File: src/lpm_consts.svh
`ifndef LPM_CONSTS_SVH
`define LPM_CONSTS_SVH

// ****************************************
// Decoded I/O addresses
// ****************************************
`define LPM_DEBUG_PORT  16'h0080
`define LPM_KBD_DATA    16'h0060
`define LPM_KBD_CMD     16'h0064
`define LPM_MOUSE_DATA  16'h0062
`define LPM_MOUSE_CMD   16'h0066
`define LPM_RTC_INDEX   16'h0070
`define LPM_RTC_DATA    16'h0071
`define LPM_LOWIO_MSB   15
`define LPM_LOWIO_LSB   11

// ****************************************
// Pin function status bit positions
// ****************************************
`define LPM_BIT_IRQ1    0
`define LPM_BIT_KEYBOARD_CTRL_SELECT_N    1
`define LPM_BIT_MOUSE_CTRL_SELECT_N    2
`define LPM_BIT_SERIALIZED_IRQ_INPUT   3
`define LPM_BIT_LED     4
`define LPM_BIT_IRQ8    5
`define LPM_BIT_RTC_SELECT_N   6
`define LPM_BIT_LOWIO   7
`define LPM_SW_SEL_MASK 8'h98
`define LPM_STATUS_RST  8'h00

// ****************************************
// ROM decoder configuration
// ****************************************
`define LPM_ROMCFG_WREN  0
`define LPM_ROMCFG_EN    1
`define LPM_ROMCFG_RMSB  3
`define LPM_ROMCFG_RLSB  2
`define LPM_BIOS_SHIFT   6'h14
`define LPM_ALL_ONES     32'hffffffff

// ****************************************
// Reset values of pin drivers
// ****************************************
`define LPM_PIN_OUT_RST  8'hef
`define LPM_PIN_OEN_RST  8'hff
`define LPM_CHAN_RST     4'h0

`endif

File: src/lpm_pkg.sv
package lpm_pkg;

  // ****************************************
  // Sequencer states
  // ****************************************
  typedef enum logic [1:0] {
    LPM_ST_STRAP = 2'b00,
    LPM_ST_RUN   = 2'b01
  } lpm_state_t;

endpackage

File: src/lpm_addr_decode.sv
`include "lpm_consts.svh"

module lpm_addr_decode
  import lpm_pkg::*;
(
  // ISA I/O cycle
  input  wire logic [15:0] ioAddr,
  input  wire logic        ioRdN,
  input  wire logic        ioWrN,
  // Memory cycle
  input  wire logic [31:0] memAddr,
  input  wire logic        memRdN,
  input  wire logic        memWrN,
  // ROM decoder configuration
  input  wire logic [3:0]  romDecoderConfig,
  // Decoded hits
  output logic             debugHit,
  output logic             kbdHit,
  output logic             mouseHit,
  output logic             rtcHit,
  output logic             lowIoHit,
  output logic             romHit
);

  logic        ioCycle;
  logic [5:0]  romShift;
  logic [31:0] romMask;

  // ****************************************
  // Address comparison
  // ****************************************
  always_comb
  begin
    ioCycle  = !ioRdN || !ioWrN;
    debugHit = !ioWrN && (ioAddr == `LPM_DEBUG_PORT);
    kbdHit   = ioCycle && ((ioAddr == `LPM_KBD_DATA) || (ioAddr == `LPM_KBD_CMD));
    mouseHit = ioCycle && ((ioAddr == `LPM_MOUSE_DATA) || (ioAddr == `LPM_MOUSE_CMD));
    rtcHit   = ioCycle && ((ioAddr == `LPM_RTC_INDEX) || (ioAddr == `LPM_RTC_DATA));
    lowIoHit = ioCycle && (ioAddr[`LPM_LOWIO_MSB:`LPM_LOWIO_LSB] == 5'h00);
    romShift = `LPM_BIOS_SHIFT + {4'h0, romDecoderConfig[`LPM_ROMCFG_RMSB:`LPM_ROMCFG_RLSB]};
    romMask  = `LPM_ALL_ONES << romShift;
    // Writes reach the ROM only while BIOS write is enabled.
    romHit   = ((memAddr & romMask) == romMask)
               && (!memRdN || (!memWrN && romDecoderConfig[`LPM_ROMCFG_WREN]));
  end

endmodule

File: src/lpm_pin_mux.sv
// Operation
// - Debug select asserts only on I/O writes to port 80h.
// - Shared debug pin acts as debug select by default.
// - Keyboard strap sampled in reset; low enables keyboard, mouse and IRQ1 roles.
// - ROM select decodes BIOS range when config bit or pin strap enables.
// - Pin 1 gives keyboard select for 60h and 64h when strapped.
// - Pin 2 gives mouse select for 62h and 66h when strapped.
// - Pin 6 gives RTC select for 70h and 71h when RTC strapped.
// - Pin 5 takes IRQ8 input when RTC strapped.
// - Pin 7 gives low I/O select when SA15..11 are zero and selected.
// - Pin 4 drives power LED when selected; low after reset.
// - Pin 3 forwards a parallel IRQ as a programmable serial channel.
// - Pin 0 takes IRQ1 input when keyboard strapped.
// - Each pin is plain GPIO unless its alternate role is selected.
// - Clock select defaults to 24.576 MHz; strapped low picks 25 MHz.
// - Status holds one select bit per pin; bits 3, 4, 7 software only.
`include "lpm_consts.svh"

module lpm_pin_mux
  import lpm_pkg::*;
(
  // Clock and reset
  input  wire logic        mclk,
  input  wire logic        rst,
  // ISA cycle
  input  wire logic [15:0] ioAddr,
  input  wire logic        ioRdN,
  input  wire logic        ioWrN,
  input  wire logic [31:0] memAddr,
  input  wire logic        memRdN,
  input  wire logic        memWrN,
  // Configuration
  input  wire logic [3:0]  romDecoderConfig,
  input  wire logic [7:0]  softSelect,
  input  wire logic [3:0]  irqChannelCfg,
  input  wire logic        powerLedLevel,
  input  wire logic        rtcEnableStrapN,
  // General-purpose side
  input  wire logic [7:0]  gpioOutData,
  input  wire logic [7:0]  gpioDirIn,
  output logic      [7:0]  gpioInData,
  // Shared pins 0 to 7
  input  wire logic [7:0]  pinIn,
  output logic      [7:0]  pinOut,
  output logic      [7:0]  pinOeN,
  // Debug select and keyboard strap pin
  input  wire logic        debugPinIn,
  output logic             debugPortSelectN,
  output logic             debugPinOeN,
  // BIOS ROM select pin
  input  wire logic        romPinIn,
  output logic             biosRomSelectN,
  output logic             romPinOeN,
  // Clock select strap
  input  wire logic        clkSelPinIn,
  output logic             clkSel25M,
  // Interrupt requests toward the serializer
  output logic             irq1Req,
  output logic             irq8Req,
  output logic             serializedIrqInput,
  output logic      [3:0]  serializedIrqChannel,
  // Status
  output logic      [7:0]  pinFunctionStatus
);

  logic       debugHit;
  logic       kbdHit;
  logic       mouseHit;
  logic       rtcHit;
  logic       lowIoHit;
  logic       romHit;
  logic       romEnable;
  logic [7:0] altOut;
  logic [7:0] altDrive;

  lpm_state_t state_q,     state_d;
  logic       kbdStrapN_q, kbdStrapN_d;
  logic       rtcStrapN_q, rtcStrapN_d;
  logic       romStrap_q,  romStrap_d;
  logic       clk25_q,     clk25_d;
  logic [7:0] status_q,    status_d;
  logic [7:0] pinOut_q,    pinOut_d;
  logic [7:0] pinOeN_q,    pinOeN_d;
  logic [7:0] gpioIn_q,    gpioIn_d;
  logic       dbgOut_q,    dbgOut_d;
  logic       dbgOeN_q,    dbgOeN_d;
  logic       romOut_q,    romOut_d;
  logic       romOeN_q,    romOeN_d;
  logic       irq1_q,      irq1_d;
  logic       irq8_q,      irq8_d;
  logic       serialized_irq_input_q,     serialized_irq_input_d;
  logic [3:0] irqChan_q,   irqChan_d;

  // ****************************************
  // Address decoder
  // ****************************************
  lpm_addr_decode u_decode (
    .ioAddr           (ioAddr),
    .ioRdN            (ioRdN),
    .ioWrN            (ioWrN),
    .memAddr          (memAddr),
    .memRdN           (memRdN),
    .memWrN           (memWrN),
    .romDecoderConfig (romDecoderConfig),
    .debugHit         (debugHit),
    .kbdHit           (kbdHit),
    .mouseHit         (mouseHit),
    .rtcHit           (rtcHit),
    .lowIoHit         (lowIoHit),
    .romHit           (romHit)
  );

  // ****************************************
  // Straps and status
  // ****************************************
  always_comb
  begin
    state_d     = state_q;
    kbdStrapN_d = kbdStrapN_q;
    rtcStrapN_d = rtcStrapN_q;
    romStrap_d  = romStrap_q;
    clk25_d     = clk25_q;
    case (state_q)
      LPM_ST_STRAP:
      begin
        kbdStrapN_d = debugPinIn;
        rtcStrapN_d = rtcEnableStrapN;
        romStrap_d  = romPinIn;
        clk25_d     = !clkSelPinIn;
        state_d     = LPM_ST_RUN;
      end
      LPM_ST_RUN:
        state_d = LPM_ST_RUN;
      default:
        state_d = LPM_ST_STRAP;
    endcase
    status_d = softSelect & `LPM_SW_SEL_MASK;
    status_d[`LPM_BIT_IRQ1] = !kbdStrapN_q;
    status_d[`LPM_BIT_KEYBOARD_CTRL_SELECT_N] = !kbdStrapN_q;
    status_d[`LPM_BIT_MOUSE_CTRL_SELECT_N] = !kbdStrapN_q;
    status_d[`LPM_BIT_IRQ8]  = !rtcStrapN_q;
    status_d[`LPM_BIT_RTC_SELECT_N] = !rtcStrapN_q;
    if (rst)
    begin
      state_d     = LPM_ST_STRAP;
      kbdStrapN_d = debugPinIn;
      rtcStrapN_d = rtcEnableStrapN;
      romStrap_d  = romPinIn;
      clk25_d     = !clkSelPinIn;
      status_d    = `LPM_STATUS_RST;
    end
  end

  // ****************************************
  // Pin drivers
  // ****************************************
  always_comb
  begin
    romEnable = romDecoderConfig[`LPM_ROMCFG_EN] || romStrap_q;
    altOut                  = 8'hff;
    altDrive                = 8'h00;
    altOut[`LPM_BIT_KEYBOARD_CTRL_SELECT_N]   = !kbdHit;
    altOut[`LPM_BIT_MOUSE_CTRL_SELECT_N]   = !mouseHit;
    altOut[`LPM_BIT_LED]    = powerLedLevel;
    altOut[`LPM_BIT_RTC_SELECT_N]  = !rtcHit;
    altOut[`LPM_BIT_LOWIO]  = !lowIoHit;
    altDrive[`LPM_BIT_KEYBOARD_CTRL_SELECT_N]  = 1'b1;
    altDrive[`LPM_BIT_MOUSE_CTRL_SELECT_N]  = 1'b1;
    altDrive[`LPM_BIT_LED]   = 1'b1;
    altDrive[`LPM_BIT_RTC_SELECT_N] = 1'b1;
    altDrive[`LPM_BIT_LOWIO] = 1'b1;
    dbgOut_d  = !debugHit;
    dbgOeN_d  = (state_q != LPM_ST_RUN);
    romOut_d  = !(romHit && romEnable);
    romOeN_d  = !romEnable;
    irq1_d    = status_q[`LPM_BIT_IRQ1] && pinIn[`LPM_BIT_IRQ1];
    irq8_d    = status_q[`LPM_BIT_IRQ8] && pinIn[`LPM_BIT_IRQ8];
    serialized_irq_input_d   = status_q[`LPM_BIT_SERIALIZED_IRQ_INPUT] && pinIn[`LPM_BIT_SERIALIZED_IRQ_INPUT];
    irqChan_d = irqChannelCfg;
    gpioIn_d  = pinIn;
    if (rst)
    begin
      dbgOut_d  = 1'b1;
      dbgOeN_d  = 1'b1;
      romOut_d  = 1'b1;
      romOeN_d  = 1'b1;
      irq1_d    = 1'b0;
      irq8_d    = 1'b0;
      serialized_irq_input_d   = 1'b0;
      irqChan_d = `LPM_CHAN_RST;
      gpioIn_d  = 8'h00;
    end
  end

  // ****************************************
  // Per-pin function select
  // ****************************************
  genvar i;
  generate
    for (i = 0; i < 8; i++)
    begin : g_pin
      always_comb
      begin
        if (rst)
        begin
          pinOut_d[i] = 1'(`LPM_PIN_OUT_RST >> i);
          pinOeN_d[i] = 1'(`LPM_PIN_OEN_RST >> i);
        end
        else if (status_q[i])
        begin
          pinOut_d[i] = altOut[i];
          pinOeN_d[i] = !altDrive[i];
        end
        else
        begin
          pinOut_d[i] = gpioOutData[i];
          pinOeN_d[i] = gpioDirIn[i];
        end
      end
    end
  endgenerate

  // ****************************************
  // Registers
  // ****************************************
  always_ff @(posedge mclk)
  begin
    state_q     <= state_d;
    kbdStrapN_q <= kbdStrapN_d;
    rtcStrapN_q <= rtcStrapN_d;
    romStrap_q  <= romStrap_d;
    clk25_q     <= clk25_d;
    status_q    <= status_d;
    pinOut_q    <= pinOut_d;
    pinOeN_q    <= pinOeN_d;
    gpioIn_q    <= gpioIn_d;
    dbgOut_q    <= dbgOut_d;
    dbgOeN_q    <= dbgOeN_d;
    romOut_q    <= romOut_d;
    romOeN_q    <= romOeN_d;
    irq1_q      <= irq1_d;
    irq8_q      <= irq8_d;
    serialized_irq_input_q     <= serialized_irq_input_d;
    irqChan_q   <= irqChan_d;
  end

  assign pinOut               = pinOut_q;
  assign pinOeN               = pinOeN_q;
  assign gpioInData           = gpioIn_q;
  assign debugPortSelectN     = dbgOut_q;
  assign debugPinOeN          = dbgOeN_q;
  assign biosRomSelectN       = romOut_q;
  assign romPinOeN            = romOeN_q;
  assign clkSel25M            = clk25_q;
  assign irq1Req              = irq1_q;
  assign irq8Req              = irq8_q;
  assign serializedIrqInput   = serialized_irq_input_q;
  assign serializedIrqChannel = irqChan_q;
  assign pinFunctionStatus    = status_q;

  // ****************************************
  // Checks
  // ****************************************
  property p_debug_only;
    @(posedge mclk) disable iff (rst)
    !dbgOut_q |-> $past(!ioWrN && (ioAddr == `LPM_DEBUG_PORT));
  endproperty
  a_debug_only: assert property (p_debug_only) else $error("debug select off target");

  property p_debug_drive;
    @(posedge mclk) disable iff (rst)
    (state_q == LPM_ST_RUN) |=> !dbgOeN_q;
  endproperty
  a_debug_drive: assert property (p_debug_drive) else $error("debug pin not driven");

  property p_kbd_strap;
    @(posedge mclk) disable iff (rst)
    $past(state_q == LPM_ST_RUN) |-> (status_q[2:0] == {3{!kbdStrapN_q}});
  endproperty
  a_kbd_strap: assert property (p_kbd_strap) else $error("keyboard status wrong");

  property p_rom_sel;
    @(posedge mclk) disable iff (rst)
    !romOut_q |-> $past(romHit && (romDecoderConfig[`LPM_ROMCFG_EN] || romStrap_q));
  endproperty
  a_rom_sel: assert property (p_rom_sel) else $error("rom select unexpected");

  property p_kbd_cs;
    @(posedge mclk) disable iff (rst)
    ($past(status_q[`LPM_BIT_KEYBOARD_CTRL_SELECT_N]) && $past(!rst)) |-> (pinOut_q[`LPM_BIT_KEYBOARD_CTRL_SELECT_N] == $past(!kbdHit));
  endproperty
  a_kbd_cs: assert property (p_kbd_cs) else $error("keyboard select wrong");

  property p_rtc_cs;
    @(posedge mclk) disable iff (rst)
    ($past(status_q[`LPM_BIT_RTC_SELECT_N]) && $past(!rst)) |-> (pinOut_q[`LPM_BIT_RTC_SELECT_N] == $past(!rtcHit));
  endproperty
  a_rtc_cs: assert property (p_rtc_cs) else $error("rtc select wrong");

  property p_led_reset;
    @(posedge mclk)
    rst |=> !pinOut_q[`LPM_BIT_LED];
  endproperty
  a_led_reset: assert property (p_led_reset) else $error("led not low after reset");

  property p_gpio_pass;
    @(posedge mclk) disable iff (rst)
    ($past(!status_q[0]) && $past(!rst)) |-> (pinOut_q[0] == $past(gpioOutData[0]))
      && (pinOeN_q[0] == $past(gpioDirIn[0]));
  endproperty
  a_gpio_pass: assert property (p_gpio_pass) else $error("gpio pass wrong");

  property p_clk_hold;
    @(posedge mclk) disable iff (rst)
    (state_q == LPM_ST_RUN) |=> $stable(clk25_q);
  endproperty
  a_clk_hold: assert property (p_clk_hold) else $error("clock select moved");

endmodule

File: config.mk
export PLATFORM = sky130hd
export DESIGN_NAME = lpm_pin_mux
export DESIGN_NICKNAME = d
export VERILOG_FILES = /design/src/lpm_pkg.sv /design/src/lpm_addr_decode.sv /design/src/lpm_pin_mux.sv
export VERILOG_INCLUDE_DIRS = /design/src
export SDC_FILE = /design/constraint.sdc
export NUM_CORES = 1
export LEC_CHECK = 0
export ABC_CLOCK_PERIOD_IN_PS = 2500
export BUFFER_PORTS_ARGS = -buffer_cell sky130_fd_sc_hd__buf_2
export CAP_MARGIN = 20
export CORE_MARGIN = 3
export CORE_UTILIZATION = 37
export CTS_CLUSTER_DIAMETER = 50
export DETAILED_ROUTE_END_ITERATION = 7
export HOLD_SLACK_MARGIN = 0.08
export MAX_ROUTING_LAYER = met4
export PLACE_DENSITY = 0.84
export SYNTH_ARGS = -nofsm -noshare
export SYNTH_HDL_FRONTEND = slang
export SYNTH_SLANG_ARGS = --single-unit
File: constraint.sdc
create_clock -name mclk -period 2.5 [get_ports mclk]
set_input_delay 0.125 -clock mclk [delete_from_list [all_inputs] [get_ports mclk]]
set_output_delay 0.125 -clock mclk [all_outputs]
set_load 0.005 [all_outputs]
Word-level counts from Yosys, hierarchy flattened

Cells that the tools add are included.

Bits in registers: 49
Latch bits: 0
RAM bits: 0
Memory bits (read-only): 0
Bits of input ports: 99
Output and inout bits: 44
Logic and storage cells: 93
Memories kept: 0

$add $sub $neg: 1
$mul: 0
Div/mod/pow operators: 0
$lt $le $gt $ge: 0
Equal/unequal tests: 10
Shift operators: 1
Multiplexer cells: 19
Bitwise gates (word level): 1
Reductions and logical operators: 38

Operator list:

| cell                  | count |
|---|---|
| $eq 16x7->1 const B   | 6 |
| $and 32x32->32        | 1 |
| $eq 32x32->1          | 1 |
| $shl 32x6->32 const A | 1 |
| $mux 1                | 19 |
| $eq 16x8->1 const B   | 1 |
| $logic_not 1->1       | 14 |
| $logic_and 1x1->1     | 11 |
| $reduce_or 2->1       | 4 |
| $add 5x2->6 const A   | 1 |
| $logic_or 1x1->1      | 6 |
| $logic_not 5->1       | 1 |
| $eq 2x1->1 const B    | 1 |
| $logic_not 2->1       | 1 |
| $ne 2x1->1 const B    | 1 |
| $reduce_bool 2->1     | 1 |

Longest topological paths before layout

Depth in word-level cells: 7
Depth in mapped cells: 4
Depth with buffers taken out: 4

Cells and area by module

A second synthesis with hierarchy kept.

Cell total of the unflattened synthesis: 125
Area total of the unflattened synthesis: 1475.2 um^2

By module, submodules not included:

| module          | times used | cells each | area an instance (um^2) | sequential area each (um^2) |
|---|---|---|---|---|
| lpm_pin_mux     | 1          | 105        | 1313.8                  | 940.9 |
| lpm_addr_decode | 1          | 20         | 161.4                   | 0.0 |

Worst setup path before layout

No wires, ideal clock.

Path kind: input -> register
Start point: input port ioAddr[12]
End point: register pinOut_q[6], in the netlist pinOut[6]
Setup time: 139 ps
Data arrival time: 1067 ps
Required time: 2361 ps
Setup slack: 1295 ps
Cell stages on the path: 4
Buffers on the path: 0
Path through: or4_4 nor2_4 nor3b_4 a41oi_1

Cells in the longest elaborated chain, start to end: 5
Elaborated cells between the ends (all ways): 6
Those cells by class: 2 x eq/ne; 1 x mux; 3 x reduce/logical

RTL lines:

| element                      | RTL line              | RTL |
|---|---|---|
| from (decl)                  | lpm_pin_mux.sv:26     | `input wire logic [15:0] ioAddr,` |
| $eq 16x7->1 (no source line) | n/a                   |  |
| $logic_or 1x1->1 (*)         | lpm_addr_decode.sv:38 | `` rtcHit = ioCycle && ((ioAddr == `LPM_RTC_INDEX) \|\| (ioAddr == `LPM_RTC_DATA)); `` |
| $logic_and 1x1->1 (*)        | lpm_addr_decode.sv:38 |  |
| $logic_not 1->1 (*)          | lpm_pin_mux.sv:165    | `` altOut[`LPM_BIT_RTC_SELECT_N] = !rtcHit; `` |
| $mux 1 (*)                   | lpm_pin_mux.sv:209    | `else if (status_q[i])` |
| to (signal assigned)         | lpm_pin_mux.sv:234    | `pinOut_q <= pinOut_d;` |
| to (decl)                    | lpm_pin_mux.sv:82     | `logic [7:0] pinOut_q, pinOut_d;` |

Every way passes the cells marked *; elsewhere a longest branch is shown, timed or not.
A chain may end at the register's enable or synchronous reset.

==> run_results.csv <==
group,metric,value,unit
run_status,status,"completed",
clock_network,clockBufferDepth,2,
die,ios,143,
layout,ff_latch_area,941,um2
synthesis,synth_flop_cell,"dfxtp_1",
layout,n_antenna_cell,0,
sta,setup_viol,0,
sta,grt_setup_unrepaired,"no",
sta,fin_skew,5.73,ps
layout,num-nets-final,374,
synthesis,yosysTopAreaCell,"dfxtp_1",
sta,fin_setup_tns,0,ps
routing,vias,1394,
global_routing,grt_pass1_wl,6240,um
clock_network,cts_made_buffers,5,
clock_network,clk_latency,280,ps
place,dp_hpwl,2990,um
setup_path,worstSetupPathType,"in -> reg",
synthesis,yosysTopAreaCellShare,57.7,%
routing,dr.pass1.iters,4,
global_routing,antenna_found_initial,0,
place,gp_congestion,0.646,
run,drv_cap,0,
layout,fill_cells,283,
die,die_w,68.0,um
synthesis,syn_inst,126,
routing,wire_per_inst,13.2,um
die,die_area,4620,um2
clock_network,cts_sinks,45,
setup_path,crit_fanout,31,
synthesis,synth_common_cells,"41 x dfxtp_1, 15 x nor2b_1, 8 x inv_1",
synthesis,netlist_top_cells_area,"dfxtp_1 58%, edfxtp_1 8.5%, nor2b_1 6.6%",
synthesis,synthArstFlopShare,0,%
clock_network,cts-root-buf,"clkbuf_8",
sta,slew_violations,0,
synthesis,ys_seq_elements,45,
sta,min_period,1740,ps
routing,wl,4260,um
sta,slew_headroom,64.7,%
clock_network,clkTransAtPathRegs,80,ps
synthesis,yosys_warnings,0,
setup_path,worstSetupEndpointType,"register",
clock_network,h-tree-depth,2,
synthesis,synth-edff-count,4,
layout,design_area,2430,um2
clock_network,cts_tree,"built",
synthesis,ys_seq_area_share,66.2,%
setup_path,critPathArrivalTime,1920,ps
layout,multi_input_area,417,um2
global_routing,grt_max_degree,32,
global_routing,grt_pass1_vias,1440,
power_and_ir_drop,p_per_area,570,nW/um2
setup_path,cp-start-kind,"primary input",
power_and_ir_drop,max-vdd-ir-drop,451,uV
global_routing,grt_overflow,0,
global_routing,grt_use_total,18.8,%
sta,tightest_slew,530,ps
layout,drive_gt1_share,46.7,%
setup_path,regToRegSetupSlack,1570,ps
die,core,3520,um2
setup_path,cp.required,2670,ps
routing,vias_per_cell,4.33,
synthesis,syn_avg_cell_area,11.3,um2
die,start_util,40.4,%
routing,drc,0,
sta,fin_crit_sh,69.8,%
layout,areaGrowthSynthToFinish,70.8,%
synthesis,synth_cell_types,28,
die,fp.dieH,68.0,um
place,port-buffer-count,117,
power_and_ir_drop,leakagePower,1.19,nW
place,dpl_cell_area,2030,um2
synthesis,yosysMostFrequentCell,"dfxtp_1",
routing,drt_iter0_drc,83,
die,rows,21,
sta,hold_viol,0,
synthesis,postSynthNetCount,225,
worst_hold_path,hold_class,"in -> reg",
sta,fmax,573,MHz
synthesis,mappedNetlistArea,1420,um2
routing,ant_nets,0,
[registers in the layout, summed over array words and instances (netlist names)]
name / flops
biosRomSelectN: 1
clkSel25M: 1
debugPinOeN: 1
debugPortSelectN: 1
gpioInData: 8
irq1Req: 1
irq8Req: 1
kbdStrapN_q: 1
pinFunctionStatus: 5
pinOeN: 8
pinOut: 8
romPinOeN: 1
romStrap_q: 1
rtcStrapN_q: 1
serializedIrqChannel: 4
serializedIrqInput: 1
state_q: 1
[path summary, 6_finish.rpt]
path	from	to	cells after the start
worst max-delay path	rst	debugPortSelectN	6
worst min-delay path	irqChannelCfg[1]	serializedIrqChannel[1]	2
worst max register to register	pinFunctionStatus[2]	pinOut[1]	2
worst min register to register	state_q[0]	debugPinOeN	1
[per-stage QoR]
stage	power [mW]	utilization, %	std cells	hold slack [ps]	setup WS, ps
global placement	0.936	57.7	283	303	954
CTS	1.39	68.7	321	82.5	743
floorplan	0.843	-	126	224	1290
global route	1.45	68.9	322	92.9	591
detailed placement	0.942	57.7	283	303	935
finish	1.38	68.9	322	95.7	755
[cell families after synthesis]
group	after synthesis	synth area share, %
and+or+nand+nor	52	22.7
DFF	45	66.2
AOI/OAI and AO/OA	14	5.90
buffers and inverters	14	4.49
muxes	1	0.704
[timing repair]
item / in CTS / in global routing
hold buffers: 30 / 1
setup buffers: 0 / 0
endpoints found under the hold margin: 29 / 1
resized for setup: 0 / 0
[worst max-delay path, stage by stage]
cell and delay, ps:
buf_2 270, or3_1 420, nor3_1 180, nor3b_2 250, nand4_1 110, dlygate4sd3_1 560
[where the power goes]
part	internal (mW)	total [mW]	switching [mW]
Combinational	0.114	0.183	0.0695
Clock	0.193	0.420	0.228
Sequential	0.765	0.779	0.0134
[routing by layer]
layer  up-vias  GRT usage (%)  routed length, um
met5         -              -                  0
met4         0           7.69                 87
met3         8           4.27                294
met2        63           34.9               2340
met1       610           18.9               1540
li1        713              -                  -
[area by class of cell]
class,instances,share of cell area (%)
multi-input combinational,67,17.2
clock buffer,5,2.84
sequential,45,38.8
inverter,8,1.24
timing repair buffer,148,36.9
clock inverter,3,0.722
tap,46,2.37
[layout by cell type, fill, tap and decap left out, drive strengths merged, types with 2 or more instances in the layout]
master / instances
nand3: 3
or3: 7
inv: 8
buf: 117
clkbuf: 5
nor2: 7
a31oi: 2
o21ai: 6
dlygate4sd3: 31
nand2: 4
clkinv: 2
nand4: 2
and2: 3
nor3: 4
edfxtp: 4
dfxtp: 41
and3: 2
a21o: 2
nor2b: 15
nor3b: 2
a21oi: 2
Note: power is estimated with default switching activity, not from simulation.
